### src/verilog/mra_pkg.sv
// Purpose: Shared constants and types for the mode register access block
// Assumes: Command pins and link clock arrive from the controller's domain
// Notes:   Link clock is sampled, never used as a clock
package mra_pkg;
  localparam int          CA_W        = 6;
  localparam int          DQ_W        = 16;
  localparam int          REG_N       = 64;
  // Command opcodes on cmd_addr_bus[4:0] of the first command cycle
  localparam logic [4:0]  OPC_MRW1    = 5'h06;
  localparam logic [4:0]  OPC_MRW2    = 5'h16;
  localparam logic [4:0]  OPC_MRR1    = 5'h0e;
  localparam int          OPC_HI_BIT  = 5;
  // Latency and burst figures, in link clock cycles, unit intervals and ns
  localparam logic [7:0]  READ_LATENCY = 8'h0e;
  localparam logic [4:0]  BURST_UI     = 5'h10;
  localparam logic [4:0]  REG_DATA_UI  = 5'h04;
  localparam int          LINK_TCK_NS  = 160;
  localparam int          WTR_NS       = 10;
  localparam int          WTR_CYC_I    = (WTR_NS + LINK_TCK_NS - 1) / LINK_TCK_NS;
  localparam logic [3:0]  WTR_CYC      = WTR_CYC_I[3:0];
  // Inversion enable sits in one writable register
  localparam logic [5:0]  DBI_REG      = 6'h03;
  localparam int          DBI_BIT      = 6;
  localparam logic [3:0]  DBI_LIMIT    = 4'h4;
  // Read-only registers: 0 and 5 to 8; value is arbitrary
  localparam logic [63:0] RO_MASK      = 64'h0000_0000_0000_01e1;
  localparam logic [7:0]  RO_VALUE     = 8'h5a;
  localparam logic [7:0]  REG_RST      = 8'h00;

  typedef struct packed {
    logic            link_ck;
    logic            cke;
    logic            cs;
    logic [CA_W-1:0] ca;
  } mra_pins_s;

  typedef enum {ST_IDLE, ST_MRR2, ST_MRW1_2, ST_MRW2_2} mra_st_e;
endpackage : mra_pkg

### src/verilog/mra_core.sv
// Purpose: Device-side mode register read and write handling on one channel
// Assumes: Controller keeps all command spacing; commands are not checked
// Notes:   Read data leaves one unit interval per sampled link clock edge
module mra_core
  import mra_pkg::*;
(
  // Clock and reset
  input  wire logic            clk_sys_in,
  input  wire logic            rst_b_in,
  // Command pins from the controller
  input  wire logic            link_ck_in,
  input  wire logic            cke_in,
  input  wire logic            cs_in,
  input  wire logic [CA_W-1:0] ca_in,
  // Write datapath: last write strobe latched, same clock
  input  wire logic            wr_last_strobe_in,
  // Read data pins
  output logic [DQ_W-1:0]      dq_out,
  output logic                 dq_oe_out,
  output logic                 dmi_out,
  output logic                 dmi_oe_out,
  // Status
  output logic                 rd_busy_out,
  output logic                 wtr_busy_out
);
  mra_pins_s       sync1_ff, sync2_ff;
  logic            ck3_ff;
  mra_st_e         st_ff, nxt_st;
  logic [5:0]      wa_ff, nxt_wa, ra_ff, nxt_ra;
  logic            op7_ff, nxt_op7, op6_ff, nxt_op6;
  logic            pend_ff, nxt_pend, act_ff, nxt_act;
  logic [7:0]      lat_ff, nxt_lat;
  logic [4:0]      ui_ff, nxt_ui;
  logic [7:0]      byte_ff, nxt_byte;
  logic            inv_ff, nxt_inv;
  logic [DQ_W-1:0] dq_ff, nxt_dq;
  logic            oe_ff, nxt_oe, dmi_ff, nxt_dmi;
  logic            arm_ff, nxt_arm;
  logic [3:0]      wtr_ff, nxt_wtr;
  logic [7:0]      mem_ff [REG_N];
  logic            mem_we;
  logic [7:0]      mem_wd;
  logic            rise, fall, busy;
  logic [7:0]      rd_byte;
  mra_pins_s       cmd;

  function automatic logic is_ro(input logic [5:0] a);
    is_ro = RO_MASK[a];
  endfunction : is_ro

  function automatic logic [3:0] ones(input logic [7:0] b);
    ones = 4'h0;
    for (int i = 0; i < 8; i++) begin
      ones = ones + {3'h0, b[i]};
    end
  endfunction : ones

  // Two stages before any decode; third stage only for edge finding
  always_ff @(posedge clk_sys_in) begin
    if (!rst_b_in) begin
      sync1_ff <= '0;
      sync2_ff <= '0;
      ck3_ff   <= 1'b0;
    end else begin
      sync1_ff <= '{link_ck: link_ck_in, cke: cke_in, cs: cs_in, ca: ca_in};
      sync2_ff <= sync1_ff;
      ck3_ff   <= sync2_ff.link_ck;
    end
  end

  assign cmd     = sync2_ff;
  assign rise    = cmd.link_ck & ~ck3_ff;
  assign fall    = ~cmd.link_ck & ck3_ff;
  assign busy    = pend_ff | act_ff;
  assign rd_byte = is_ro(ra_ff) ? RO_VALUE : mem_ff[ra_ff];

  always_comb begin
    nxt_st   = st_ff;
    nxt_wa   = wa_ff;
    nxt_ra   = ra_ff;
    nxt_op7  = op7_ff;
    nxt_op6  = op6_ff;
    nxt_pend = pend_ff;
    nxt_act  = act_ff;
    nxt_lat  = lat_ff;
    nxt_ui   = ui_ff;
    nxt_byte = byte_ff;
    nxt_inv  = inv_ff;
    nxt_dq   = dq_ff;
    nxt_oe   = oe_ff;
    nxt_dmi  = dmi_ff;
    nxt_arm  = arm_ff | wr_last_strobe_in;
    nxt_wtr  = wtr_ff;
    mem_we   = 1'b0;
    mem_wd   = {op7_ff, op6_ff, cmd.ca};
    if (rise) begin
      // Bank state is not consulted: writes act the same either way
      case (st_ff)
        ST_IDLE: begin
          // Busy reads swallow commands; only deselects are expected
          if (cmd.cke && cmd.cs && !busy) begin
            case (cmd.ca[4:0])
              OPC_MRR1: nxt_st = ST_MRR2;
              OPC_MRW1: begin
                nxt_op7 = cmd.ca[OPC_HI_BIT];
                nxt_st  = ST_MRW1_2;
              end
              OPC_MRW2: begin
                nxt_op6 = cmd.ca[OPC_HI_BIT];
                nxt_st  = ST_MRW2_2;
              end
              default: nxt_st = ST_IDLE;
            endcase
          end
        end
        ST_MRR2: begin
          nxt_ra   = cmd.ca;
          nxt_lat  = READ_LATENCY;
          nxt_pend = 1'b1;
          nxt_st   = ST_IDLE;
        end
        ST_MRW1_2: begin
          nxt_wa = cmd.ca;
          nxt_st = ST_IDLE;
        end
        ST_MRW2_2: begin
          mem_we = ~is_ro(wa_ff);
          nxt_st = ST_IDLE;
        end
        default: nxt_st = ST_IDLE;
      endcase
      if (pend_ff && lat_ff != 8'h00) begin
        nxt_lat = lat_ff - 8'h01;
      end else if (pend_ff) begin
        // Inversion chosen once so all intervals of the burst agree
        nxt_inv  = mem_ff[DBI_REG][DBI_BIT] && ones(rd_byte) > DBI_LIMIT;
        nxt_byte = nxt_inv ? ~rd_byte : rd_byte;
        nxt_pend = 1'b0;
        nxt_act  = 1'b1;
        nxt_ui   = 5'h00;
      end
      // Turnaround starts on the first rising edge after the strobe
      if (arm_ff) begin
        nxt_arm = wr_last_strobe_in;
        nxt_wtr = WTR_CYC;
      end else if (wtr_ff != 4'h0) begin
        nxt_wtr = wtr_ff - 4'h1;
      end
    end
    if ((rise || fall) && act_ff && !(rise && pend_ff)) begin
      if (ui_ff < BURST_UI) begin
        nxt_oe  = 1'b1;
        nxt_dmi = inv_ff;
        // Later intervals are undefined; zero keeps them quiet
        nxt_dq  = (ui_ff < REG_DATA_UI) ? {8'h00, byte_ff} : '0;
        nxt_ui  = ui_ff + 5'h01;
      end else begin
        nxt_oe  = 1'b0;
        nxt_dmi = 1'b0;
        nxt_dq  = '0;
        nxt_act = 1'b0;
      end
    end
  end

  always_ff @(posedge clk_sys_in) begin
    if (!rst_b_in) begin
      st_ff   <= ST_IDLE;
      wa_ff   <= 6'h00;
      ra_ff   <= 6'h00;
      op7_ff  <= 1'b0;
      op6_ff  <= 1'b0;
      pend_ff <= 1'b0;
      act_ff  <= 1'b0;
      lat_ff  <= 8'h00;
      ui_ff   <= 5'h00;
      byte_ff <= 8'h00;
      inv_ff  <= 1'b0;
      dq_ff   <= '0;
      oe_ff   <= 1'b0;
      dmi_ff  <= 1'b0;
      arm_ff  <= 1'b0;
      wtr_ff  <= 4'h0;
    end else begin
      st_ff   <= nxt_st;
      wa_ff   <= nxt_wa;
      ra_ff   <= nxt_ra;
      op7_ff  <= nxt_op7;
      op6_ff  <= nxt_op6;
      pend_ff <= nxt_pend;
      act_ff  <= nxt_act;
      lat_ff  <= nxt_lat;
      ui_ff   <= nxt_ui;
      byte_ff <= nxt_byte;
      inv_ff  <= nxt_inv;
      dq_ff   <= nxt_dq;
      oe_ff   <= nxt_oe;
      dmi_ff  <= nxt_dmi;
      arm_ff  <= nxt_arm;
      wtr_ff  <= nxt_wtr;
    end
  end

  // Register array kept apart so reset does not fan out through a mux tree
  always_ff @(posedge clk_sys_in) begin
    if (!rst_b_in) begin
      for (int i = 0; i < REG_N; i++) begin
        mem_ff[i] <= REG_RST;
      end
    end else if (mem_we) begin
      mem_ff[wa_ff] <= mem_wd;
    end
  end

  assign dq_out       = dq_ff;
  assign dq_oe_out    = oe_ff;
  assign dmi_out      = dmi_ff;
  assign dmi_oe_out   = oe_ff;
  assign rd_busy_out  = busy;
  assign wtr_busy_out = arm_ff | (wtr_ff != 4'h0);
endmodule : mra_core

### config.mk
export PLATFORM = sky130hd
export DESIGN_NAME = mra_core
export DESIGN_NICKNAME = d
export VERILOG_FILES = /design/src/verilog/mra_pkg.sv /design/src/verilog/mra_core.sv
export SDC_FILE = /design/constraint.sdc
export NUM_CORES = 1
export LEC_CHECK = 0
export ABC_AREA = 0
export ABC_CLOCK_PERIOD_IN_PS = 5700
export BUFFER_PORTS_ARGS = -buffer_cell sky130_fd_sc_hd__buf_2
export CAP_MARGIN = 5
export CORE_MARGIN = 2
export CORE_UTILIZATION = 60
export CTS_BUF_LIST = sky130_fd_sc_hd__clkbuf_4 sky130_fd_sc_hd__clkbuf_8
export DETAILED_ROUTE_END_ITERATION = 10
export HOLD_SLACK_MARGIN = 0.08
export MAX_ROUTING_LAYER = met4
export PLACE_DENSITY = 0.81
export SLEW_MARGIN = 10
export SYNTH_ARGS = -nofsm -noshare
export SYNTH_HDL_FRONTEND = slang
export SYNTH_SLANG_ARGS = --single-unit
export TNS_END_PERCENT = 30
### constraint.sdc
create_clock -name clk_sys_in -period 5.7 [get_ports clk_sys_in]
set_clock_uncertainty 0.1 [all_clocks]
set_input_delay 0.57 -clock clk_sys_in [delete_from_list [all_inputs] [get_ports clk_sys_in]]
set_output_delay 0.57 -clock clk_sys_in [all_outputs]
set_load 0.02 [all_outputs]
* After elaboration in Yosys (flattened, before gate mapping)
Memories as Yosys holds them, arrays and structs flattened. A register that Yosys moved wholly into a read port is not among the register bits.
Index checks and enable logic that the tools add are counted.
** Storage, ports and cells
- Memories kept :: 3
- Input port bits :: 12
- ROM bits :: 128
- Word-level logic and storage cells :: 129
- Bits in writable memories :: 512
- Output and inout port bits :: 21
- Register bits :: 112
** Operators by class
- Mux-type cells :: 45
- Reduce and logical (&&, ||, !) cells :: 24
- Eq/ne operators :: 7
- Bitwise gates (word level) :: 10
- $lt $le $gt $ge :: 5
- $add $sub $neg :: 10
** Memory list
- mem_ff :: depth 64, bits a word 8, read ports 2, clocked after Yosys merged registers in 1, write ports 64, line mra_core.sv:40 : logic [7:0] mem_ff [REG_N];
- (no name shown) :: depth 64, bits a word 1, read ports 1, clocked after Yosys merged registers in 1, write ports 0, line mra_core.sv:48 : is_ro = RO_MASK[a];
- (no name shown) :: depth 64, bits a word 1, read ports 1, clocked after Yosys merged registers in 1, write ports 0, line mra_core.sv:48
** Operator list (count)
- 32-bit by 2-bit equality test with 1-bit output (second input constant) :: 2
- 32-bit two-way mux :: 2
- 8-bit two-way mux :: 7
- 6-bit two-way mux :: 7
- 32-bit by 1-bit equality test with 1-bit output (second input constant) :: 1
- 32-bit zero test :: 1
- 5-bit two-way mux :: 5
- 1-bit two-way mux :: 21
- 4-bit by 1-bit adder with 4-bit output :: 4
- 6-bit by 7-bit less-than comparator with 1-bit output (second input constant) :: 2
- 2-bit AND reduction :: 5
- 4-bit two-way mux :: 2
- 8-bit NOT :: 1
- 4-bit AND reduction :: 2
- 8-bit nonzero test :: 1
- 8-bit OR reduction :: 1
- 8-bit by 1-bit subtractor with 8-bit output (second input constant) :: 1
- 1-bit logical AND :: 7
- 2-bit case mux with 3 select lines :: 1
- 5-bit by 1-bit adder with 5-bit output (second input constant) :: 1
- 5-bit by 3-bit equality test with 1-bit output (second input constant) :: 1
- 5-bit by 4-bit equality test with 1-bit output (second input constant) :: 1
- 5-bit equality test (second input constant) :: 1
- 5-bit by 3-bit less-than comparator with 1-bit output (second input constant) :: 1
- other kinds (15) :: 23

* Logic depth before layout (Yosys ltp)
Gate-level depths: netlist of run 1.
- Depth in word-level cells :: 13
- Gate-level depth with buffers :: 23
- Depth with buffers taken out :: 19

* Worst setup path after synthesis of run 1
OpenSTA, ideal clock, no wires.
- Kind :: flip-flop to flip-flop
- From :: register with a tool-made name
- To :: register byte_ff[3]
- Arrival time :: 4.861 ns
- Data required time :: 5.478 ns
- Path slack :: 0.617 ns
- Setup time :: 0.122 ns
- Period minus slack after synthesis :: 5.083 ns
- Cell stages (with the launch flop) :: 21
- Cell sequence :: dfxtp_1 buf_6 buf_12 buf_6 nand3b_2 o22ai_1 or4_1 a32o_1 fa_1 inv_1 fa_1 inv_1 fa_1 inv_1 ha_1 fa_1 nor2_1 o22ai_1 a21oi_1 and4_1 a221o_1
** RTL lines
- end signal, assigned :: line mra_core.sv:194 : byte_ff <= nxt_byte;
- end, declared :: line mra_core.sv:34 : logic [7:0] byte_ff, nxt_byte;

==> impl_metrics.env, run 1 <==
export IMPL_cts_tree="yes"
export IMPL_ir_drop_mv=0.275
export IMPL_final_util_pct=66.7
export IMPL_overflow=0
export IMPL_cp_arrival_ps=6020
export IMPL_outcome="finished clean"
export IMPL_setup_viol=0
export IMPL_cts_resized=0
export IMPL_place_congestion=0.958
export IMPL_layout_nets=2068
export IMPL_seq_area_frac_synth_pct=61.9
export IMPL_pin_count=33
export IMPL_power_frac_seq_pct=55.3
export IMPL_clk_pin_slew_ps=60
export IMPL_hpwl_um=43200
export IMPL_yosys_cell_types_count=80
export IMPL_synth_cells=1987
export IMPL_rsz0062_at_grt="no"
export IMPL_reg2reg_depth=20
export IMPL_drive_above_1_share_pct=18.6
export IMPL_leakagePower_nw=10.8
export IMPL_numCtsBuffers=91
export IMPL_endpoint_kind="register"
export IMPL_synth_top_area_share_pct=55.9
export IMPL_setup_ws_ps=196
export IMPL_finalHoldWorstSlack_ps=331
export IMPL_root_buffer="clkbuf_8"
export IMPL_period_share_pct=96.6
export IMPL_htreeDepth=3
export IMPL_fin_area_um2=30200
export IMPL_antenna_left=0
export IMPL_dp_slack_ps=247
export IMPL_hold_viol_final=0
export IMPL_num_antenna_cells=0
export IMPL_cts_sink_count=594
export IMPL_syn_to_final_growth_pct=9.82
export IMPL_synth_edf_count=512
export IMPL_async_flop_share_pct=0
export IMPL_wl_per_cell_um=24.6
export IMPL_grt_antenna_before_repair=0
export IMPL_setup_tns_ps=0
export IMPL_synthFlopType="edfxtp_1"
export IMPL_dr_pass1_iters=6
export IMPL_slew_viol_final=0
export IMPL_internal_power_mw=6.91
export IMPL_startpoint_type="register"
export IMPL_worstPathMaxFanout=15
export IMPL_cts_max_path_buffers=3
export IMPL_grt_pass1_wl_um=101000
export IMPL_drc=0
export IMPL_hold_start="sync1_ff[1]"
export IMPL_power_density_nw_per_um2=293
export IMPL_core_um2=45300
export IMPL_slew_headroom_pct=15.8
export IMPL_hp_class="register to register"
export IMPL_crit_type="register to register"
export IMPL_netSwitchingFraction_pct=21.8
export IMPL_p_comb_share_pct=2.8
export IMPL_total_power_mw=8.84
export IMPL_yosys_warnings=0
export IMPL_power_switching_mw=1.93
export IMPL_r2r_end="byte_ff[4]"
export IMPL_globalRouteTotalUtil_pct=29.7
export IMPL_place_area_um2=28200
export IMPL_die_area_um2=47500
export IMPL_dp_cells=2537
export IMPL_r2r_setup_slack_ps=200
export IMPL_layout_common_cells="533 x and2_1, 512 x edfxtp_1, 122 x nor2_1"
export IMPL_maxCapViolations=0
export IMPL_clk_latency_ps=690
export IMPL_worst_pin_slew_ps=1250
export IMPL_syn_cell_area_um2=27500
export IMPL_viasPerCell=6.28
export IMPL_die_w_um=218
export IMPL_vias=17100
export IMPL_min_to="cmd[1]"
export IMPL_synth_area_top_cells="edfxtp_1 56%, and2_1 12%, mux4_2 6.6%, dfxtp_1 6.0%, mux2i_1 2.4%"
export IMPL_fin_crit_ps=5500
export IMPL_hold_depth=1
export IMPL_synth_avg_cell_area_um2=13.8
export IMPL_io_buffer_count=24
export IMPL_synth_seq_cells=594
export IMPL_max_freq_mhz=182
export IMPL_first_global_vias=16700
export IMPL_rows=78
export IMPL_grt_max_degree=88
export IMPL_start_util_pct=60.7
export IMPL_finalNonFillerCells=2716
export IMPL_wirelength_um=66900
export IMPL_worst_ep_required_time_ps=6220
export IMPL_die_h_um=218
export IMPL_final_common_cell="and2_1"
export IMPL_synth_largest_area_cell="edfxtp_1"
export IMPL_drt_iter0_markers=2228
export IMPL_clock_power_share_pct=41.9
==> synth_stat cells, types with 9 or more instances <==
library cell	number
nor2b_1	10
buf_6	11
inv_1	21
nor2_1	122
edfxtp_1	512
mux4_2	80
buf_4	18
clkbuf_1	106
and2_1	533
nand3_1	24
ha_1	10
o22ai_1	19
a22oi_1	15
mux4_1	23
nor3_1	11
dfxtp_1	82
a21oi_1	28
mux2_2	29
buf_2	9
mux2i_1	66
o21ai_0	73
nand2_1	47
==> timing repair <==
item,4_1_cts,5_1_grt
buffers inserted,0,2
endpoints found under the setup margin,0,7
endpoints found under the hold margin,10,0
hold buffers,10,0
==> cell type report <==
cell class                      count  area (um2)
Fill cell                        3084       15100
Tap cell                          600         751
Clock inverter                     42         354
Inverter                           21        78.8
Timing Repair Buffer              109         841
Clock buffer                      125        1550
Sequential cell                   594       17000
Multi-Input combinational cell   1225        9580
==> worst max path at each step <==
stage / from / endpoint
final: register / byte_ff[4]
after CTS: register / byte_ff[3]
after detailed placement: register / byte_ff[3]
after floorplan: register / byte_ff[3]
after global placement: register / byte_ff[3]
after global routing: register / byte_ff[4]
==> critical path, cell delays in order (launching register included) <==
cell	delay, ps
dfxtp_4	590
buf_4	360
mux4_1	580
mux2_2	290
nand2_1	80
o211ai_1	160
nand3_1	180
fa_1	400
inv_1	80
fa_1	420
inv_1	90
fa_1	410
inv_1	80
ha_1	210
fa_1	400
nor2_1	100
o22ai_1	110
a21oi_1	360
buf_4	200
a21oi_1	50
mux2i_1	180
==> cells by family after synthesis <==
group	Yosys count	share of synthesized area [%]
compound gates	199	4.68
fa+ha+maj	14	0.746
simple gates	798	16.7
buf+inv	175	3.34
mux	198	12.3
xor+xnor	8	0.255
flops	594	61.9
other cells	1	0.0136
==> registers in the layout, indices dropped and copies added (netlist names), named ones only <==
name        cells
dmi_oe_out      1
inv_ff          1
dq_out          8
ck3_ff          1
ui_ff           5
wa_ff           6
dmi_out         1
cmd             9
lat_ff          8
byte_ff         8
act_ff          1
op7_ff          1
op6_ff          1
arm_ff          1
pend_ff         1
mem_ff        512
sync1_ff        9
st_ff           2
wtr_ff          4
ra_ff           6
==> metal layers <==
metal | vias to the layer above | track usage [%] | wire length [um]
met5 | - | - | 0
met4 | 0 | 11.0 | 2120
met3 | 145 | 5.89 | 7280
met2 | 1098 | 44.8 | 31500
met1 | 8445 | 40.4 | 26000
li1 | 7367 | - | -
==> power by group through the flow <==
stage / combinational [mW] / clock, mW / sequential (mW)
after floorplan: 0.159 / 0 / 4.95
after global placement: 0.233 / 0 / 4.97
after detailed placement: 0.239 / 0 / 4.98
after CTS: 0.245 / 3.72 / 4.89
after global routing: 0.265 / 3.90 / 4.89
final: 0.249 / 3.70 / 4.89
Note: power is estimated with default switching activity, not from simulation.
==> run 2: changes to the inputs <==
--- a/config.mk
+++ b/config.mk
@@ -16,6 +16,7 @@
 export HOLD_SLACK_MARGIN = 0.08
 export MAX_ROUTING_LAYER = met4
 export PLACE_DENSITY = 0.81
+export RECOVER_POWER = 25
 export SLEW_MARGIN = 10
 export SYNTH_ARGS = -nofsm -noshare
 export SYNTH_HDL_FRONTEND = slang
==> run 2 against run 1 <==
Net effect:
- the flow now finishes with violations (capacitance limit, slew limit)
- first-iteration DRC count fell by 5.7%
- die area did not move
- worst setup slack improved by 23 ps
- final cell count did not move
- fmax rose by 0.42%
- sequential share of layout area rose by 0.099 points
- routed wire length fell by 0.13%
==> impl_metrics.env, run 2 (synthesized netlist as in run 1, its figures left out) <==
export IMPL_outcome="finished with violations"
export IMPL_violations="capacitance limit, slew limit"
export IMPL_leakagePower_nw=10.6
export IMPL_ir_drop_mv=0.277
export IMPL_period_share_pct=96.2
export IMPL_antenna_left=0
export IMPL_globalRouteTotalUtil_pct=29.7
export IMPL_dr_pass1_iters=7
export IMPL_hold_depth=1
export IMPL_cp_depth=18
export IMPL_power_density_nw_per_um2=293
export IMPL_r2r_setup_slack_ps=220
export IMPL_cts_sink_count=594
export IMPL_cp_cell_sequence="buf_4, mux4_2, o22ai_1, o31ai_1, nand3_1, fa_1, inv_1, fa_1, inv_1, fa_1, inv_1, ha_1, fa_1, nor2_1, o22ai_1, a21oi_1, and4_1, a221o_1"
export IMPL_viasPerCell=6.25
export IMPL_worst_ep_required_time_ps=6160
export IMPL_first_global_vias=16700
export IMPL_root_buffer="clkbuf_8"
export IMPL_critPathTopFamily="adder cells"
export IMPL_syn_to_final_growth_pct=9.63
export IMPL_top_register="mem_ff"
export IMPL_drc=0
export IMPL_cp_buffers_inverters=4
export IMPL_final_common_cell="edfxtp_1"
export IMPL_worst_pin_slew_ps=4030
export IMPL_overflow=0
export IMPL_clk_latency_ps=690
export IMPL_wirelength_um=66800
export IMPL_setup_viol=0
export IMPL_crit_type="register to register"
export IMPL_setup_ws_ps=218
export IMPL_fin_crit_ps=5480
export IMPL_slew_headroom_pct=-169
export IMPL_rsz0062_at_grt="no"
export IMPL_cts_max_path_buffers=3
export IMPL_max_freq_mhz=182
export IMPL_setup_tns_ps=0
export IMPL_nFillCells=3096
export IMPL_finalHoldWorstSlack_ps=331
export IMPL_r2r_end="byte_ff[3]"
export IMPL_io_buffer_count=24
export IMPL_reg2reg_depth=18
export IMPL_rows=78
export IMPL_startpoint_type="register"
export IMPL_endpoint_kind="register"
export IMPL_layout_common_cells="512 x edfxtp_1, 420 x and2_1, 122 x nor2_1"
export IMPL_vias=17000
export IMPL_pin_count=33
export IMPL_num_antenna_cells=0
export IMPL_wl_per_cell_um=24.6
export IMPL_grt_max_degree=88
export IMPL_worstPathMaxFanout=15
export IMPL_dp_cells=2537
export IMPL_place_congestion=0.958
export IMPL_core_um2=45300
export IMPL_finalNonFillerCells=2716
export IMPL_die_area_um2=47500
export IMPL_grt_antenna_before_repair=0
export IMPL_numCtsBuffers=91
export IMPL_drive_above_1_share_pct=17.5
export IMPL_cpPeakStageDelay_ps=580
export IMPL_min_to="cmd[1]"
export IMPL_final_util_pct=66.6
export IMPL_hpwl_um=43200
export IMPL_largest_register_ffs=512
export IMPL_hold_start="sync1_ff[1]"
export IMPL_start_util_pct=60.7
export IMPL_die_w_um=218
export IMPL_hp_class="register to register"
export IMPL_clk_pin_slew_ps=70
export IMPL_cts_tree="yes"
export IMPL_crit_path_frequent_cell="fa_1"
export IMPL_cp_arrival_ps=5950
export IMPL_drt_iter0_markers=2100
export IMPL_htreeDepth=3
export IMPL_grt_pass1_wl_um=101000
export IMPL_layout_nets=2068
export IMPL_die_h_um=218
export IMPL_hold_viol_final=0
export IMPL_maxCapViolations=1
export IMPL_cp_slowest_cell="dfxtp_4"
export IMPL_dp_slack_ps=247
export IMPL_slew_viol_final=88
run 2: cell types whose count changed in the layout (fill, tap and decap cells not counted):
cell / previous run / this run
nor4_2: 1 / 0
buf_4: 69 / 63
nor4b_2: 1 / 0
buf_2: 24 / 10
and2_0: 0 / 113
nor4b_1: 2 / 3
clkbuf_1: 0 / 20
nor4_1: 2 / 3
and2_1: 533 / 420
run 2: power by group:
group / total [mW] / internal (mW) / switching (mW)
registers: 4.89 / 4.84 / 0.0493
logic: 0.249 / 0.0744 / 0.174
clock network: 3.70 / 2.00 / 1.70
run 2: timing repair:
action,4_1_cts,5_1_grt
hold buffers,10,0
resized for setup,0,0
setup buffers,0,2
endpoints found under the hold margin,10,0
endpoints found under the setup margin,0,7
run 2: how the worst max path moves through the flow:
stage / to / from
after floorplan: byte_ff[3] / register
after global placement: byte_ff[3] / register
after detailed placement: byte_ff[3] / register
after CTS: byte_ff[3] / register
after global routing: byte_ff[7] / register
final: byte_ff[3] / register
run 2: worst reg2reg max path: stages (launching register included):
cell and delay, ps:
dfxtp_4 580, buf_4 370, mux4_2 310, o22ai_1 70, o31ai_1 340, nand3_1 200
fa_1 560, inv_1 50, fa_1 490, inv_1 60, fa_1 480, inv_1 50
ha_1 220, fa_1 540, nor2_1 40, o22ai_1 200, a21oi_1 180, and4_1 250
a221o_1 260
run 2: layer usage:
| metal | global-route usage (%) | share of wire (%) |
|---|---|---|
| met1 | 40.4 | 39 |
| met2 | 44.8 | 47 |
| met3 | 5.89 | 11 |
| met4 | 11.0 | 3.5 |
| met5 | - | 0 |
run 2: layout make-up:
| class | count | area [um2] | share of cell area (%) |
|---|---|---|---|
| clock buffers | 125 | 1550 | 5.13 |
| well taps | 600 | 751 | 2.49 |
| clock inverters | 42 | 354 | 1.17 |
| inverters | 21 | 78.8 | 0.262 |
| flip-flops and latches | 594 | 17000 | 56.5 |
| multi-input cells | 1225 | 9570 | 31.8 |
| repair buffers | 109 | 801 | 2.66 |
run 2: through the flow:
step                total power, mW  area, um2
floorplan                      5.11      27500
global placement               5.20      28200
detailed placement             5.22      28200
CTS                            8.85      30200
global route                   9.06      30100
finish                         8.84      30100
==> run 3: changes to the inputs <==
--- a/config.mk
+++ b/config.mk
@@ -16,7 +16,7 @@
 export HOLD_SLACK_MARGIN = 0.08
 export MAX_ROUTING_LAYER = met4
 export PLACE_DENSITY = 0.81
-export RECOVER_POWER = 25
+export RECOVER_POWER = 100
 export SLEW_MARGIN = 10
 export SYNTH_ARGS = -nofsm -noshare
 export SYNTH_HDL_FRONTEND = slang
==> run 3 against run 2 <==
Net effect:
- the flow still finishes with violations (capacitance limit, slew limit)
- clock-buffer cell count stayed put
- utilization is 0.10 points lower
- die area stayed put
- non-clock buffer count stayed put
- final cell count stayed put
- critical path type unchanged
==> impl_metrics.env, run 3 (synthesized netlist as in run 1, its figures left out) <==
export IMPL_outcome="finished with violations"
export IMPL_violations="capacitance limit, slew limit"
export IMPL_io_buffer_count=24
export IMPL_clk_pin_slew_ps=70
export IMPL_overflow=0
export IMPL_dp_slack_ps=247
export IMPL_drt_iter0_markers=2109
export IMPL_grt_max_degree=88
export IMPL_fin_area_um2=30100
export IMPL_antenna_left=0
export IMPL_die_area_um2=47500
export IMPL_syn_to_final_growth_pct=9.46
export IMPL_wl_per_cell_um=24.6
export IMPL_slew_headroom_pct=-159
export IMPL_cp_arrival_ps=5990
export IMPL_layout_common_cells="512 x edfxtp_1, 364 x and2_0, 169 x and2_1"
export IMPL_numCtsBuffers=91
export IMPL_vias=17000
export IMPL_grt_antenna_before_repair=0
export IMPL_hpwl_um=43200
export IMPL_endpoint_kind="register"
export IMPL_worst_ep_required_time_ps=6220
export IMPL_ir_drop_mv=0.275
export IMPL_maxCapViolations=1
export IMPL_start_util_pct=60.7
export IMPL_place_area_um2=28200
export IMPL_met3_length_um=7150
export IMPL_rsz0062_at_grt="no"
export IMPL_wl_met1_um=25900
export IMPL_crit_path_frequent_cell="fa_1"
export IMPL_cp_slowest_cell="dfxtp_4"
export IMPL_drive_above_1_share_pct=17.0
export IMPL_die_h_um=218
export IMPL_num_antenna_cells=0
export IMPL_rows=78
export IMPL_setup_tns_ps=0
export IMPL_worst_pin_slew_ps=3890
export IMPL_fin_crit_ps=5480
export IMPL_first_global_vias=16700
export IMPL_cts_sink_count=594
export IMPL_wl_met2_um=31700
export IMPL_final_util_pct=66.4
export IMPL_slew_viol_final=88
export IMPL_setup_ws_ps=224
export IMPL_cts_max_path_buffers=3
export IMPL_max_freq_mhz=183
export IMPL_layout_nets=2068
export IMPL_die_w_um=218
export IMPL_drc=0
export IMPL_cts_resized=0
export IMPL_viasPerCell=6.27
export IMPL_highest_layer="met4"
export IMPL_core_um2=45300
export IMPL_top_register="mem_ff"
export IMPL_leakagePower_nw=10.3
export IMPL_htreeDepth=3
export IMPL_nFillCells=3108
export IMPL_dr_pass1_iters=6
export IMPL_hp_class="register to register"
export IMPL_pin_count=33
export IMPL_power_density_nw_per_um2=294
export IMPL_globalRouteTotalUtil_pct=29.7
export IMPL_root_buffer="clkbuf_8"
export IMPL_clk_latency_ps=680
export IMPL_period_share_pct=96.1
export IMPL_startpoint_type="register"
export IMPL_final_common_cell="edfxtp_1"
export IMPL_crit_type="register to register"
export IMPL_worstPathMaxFanout=15
export IMPL_hold_viol_final=0
export IMPL_cts_tree="yes"
export IMPL_wirelength_um=66900
export IMPL_largest_register_ffs=512
export IMPL_grt_pass1_wl_um=101000
export IMPL_place_congestion=0.958
export IMPL_seq_area_um2=17000
export IMPL_multi_input_area_um2=9570
export IMPL_cp_cell_sequence="buf_12, mux4_2, mux2_2, o211ai_1, a32o_1, fa_1, inv_1, fa_1, inv_1, fa_1, inv_1, ha_1, fa_1, nor2_1, o22ai_1, a21oi_1, buf_4, a21oi_1, mux2i_1"
export IMPL_cpPeakStageDelay_ps=550
export IMPL_setup_viol=0
## run 3: changes by cell type in the layout (fill, tap and decap cells not counted), sizes merged
cell,before,now
buf,79,66
clkbuf,145,158
## run 3: worst max-delay path, delay by kind of cell, from the launching register on
| kind | cells | cell delay, ps |
|---|---|---|
| compound gates | 5 | 1070 |
| fa+ha+maj | 5 | 1880 |
| buf+inv | 5 | 660 |
| flops | 1 | 550 |
| mux | 3 | 1010 |
| simple gates | 1 | 100 |
## run 3: path summary, 6_finish.rpt
path                     from    endpoint  slack (ps)  cells past startpoint
hold / removal    sync1_ff[1]      cmd[1]         330                      1
hold reg to reg   sync1_ff[1]      cmd[1]         330                      1
setup / recovery     register  byte_ff[4]         220                     19
setup reg to reg     register  byte_ff[4]         220                     19
## run 3: what timing repair did
action,in CTS,in global routing
buffers inserted,0,2
setup endpoints to repair,0,7
hold endpoints to repair,10,0
hold buffers,10,0
## run 3: metal layers
metal | track usage [%] | up-vias
met2 | 44.8 | 1067
met1 | 40.4 | 8438
met5 | - | -
li1 | - | 7363
met3 | 5.89 | 151
met4 | 11.0 | 0
## run 3: report_power, final
| group | switching [mW] | internal (mW) | total (mW) | leakage, nW |
|---|---|---|---|---|
| Clock | 1.69 | 2.00 | 3.70 | 1.01 |
| Combinational | 0.175 | 0.0705 | 0.245 | 3.37 |
| Sequential | 0.0496 | 4.84 | 4.89 | 5.96 |
| Total | 1.92 | 6.91 | 8.83 | 10.3 |
## run 3: layout make-up
class / instances / area share (%)
multi-input combinational: 1225 / 31.8
clock buffer: 125 / 5.14
sequential: 594 / 56.6
inverter: 21 / 0.262
clock inverter: 42 / 1.18
tap: 600 / 2.50
timing repair buffer: 109 / 2.50
## run 3: per-stage QoR
stage	power, mW	hold slack (ps)	instances
6_report	8.83	331	2716
3_3_place_gp	5.20	314	2537
5_1_grt	9.06	337	2716
2_1_floorplan	5.11	312	1994
3_5_place_dp	5.22	324	2537
4_1_cts	8.85	336	2714
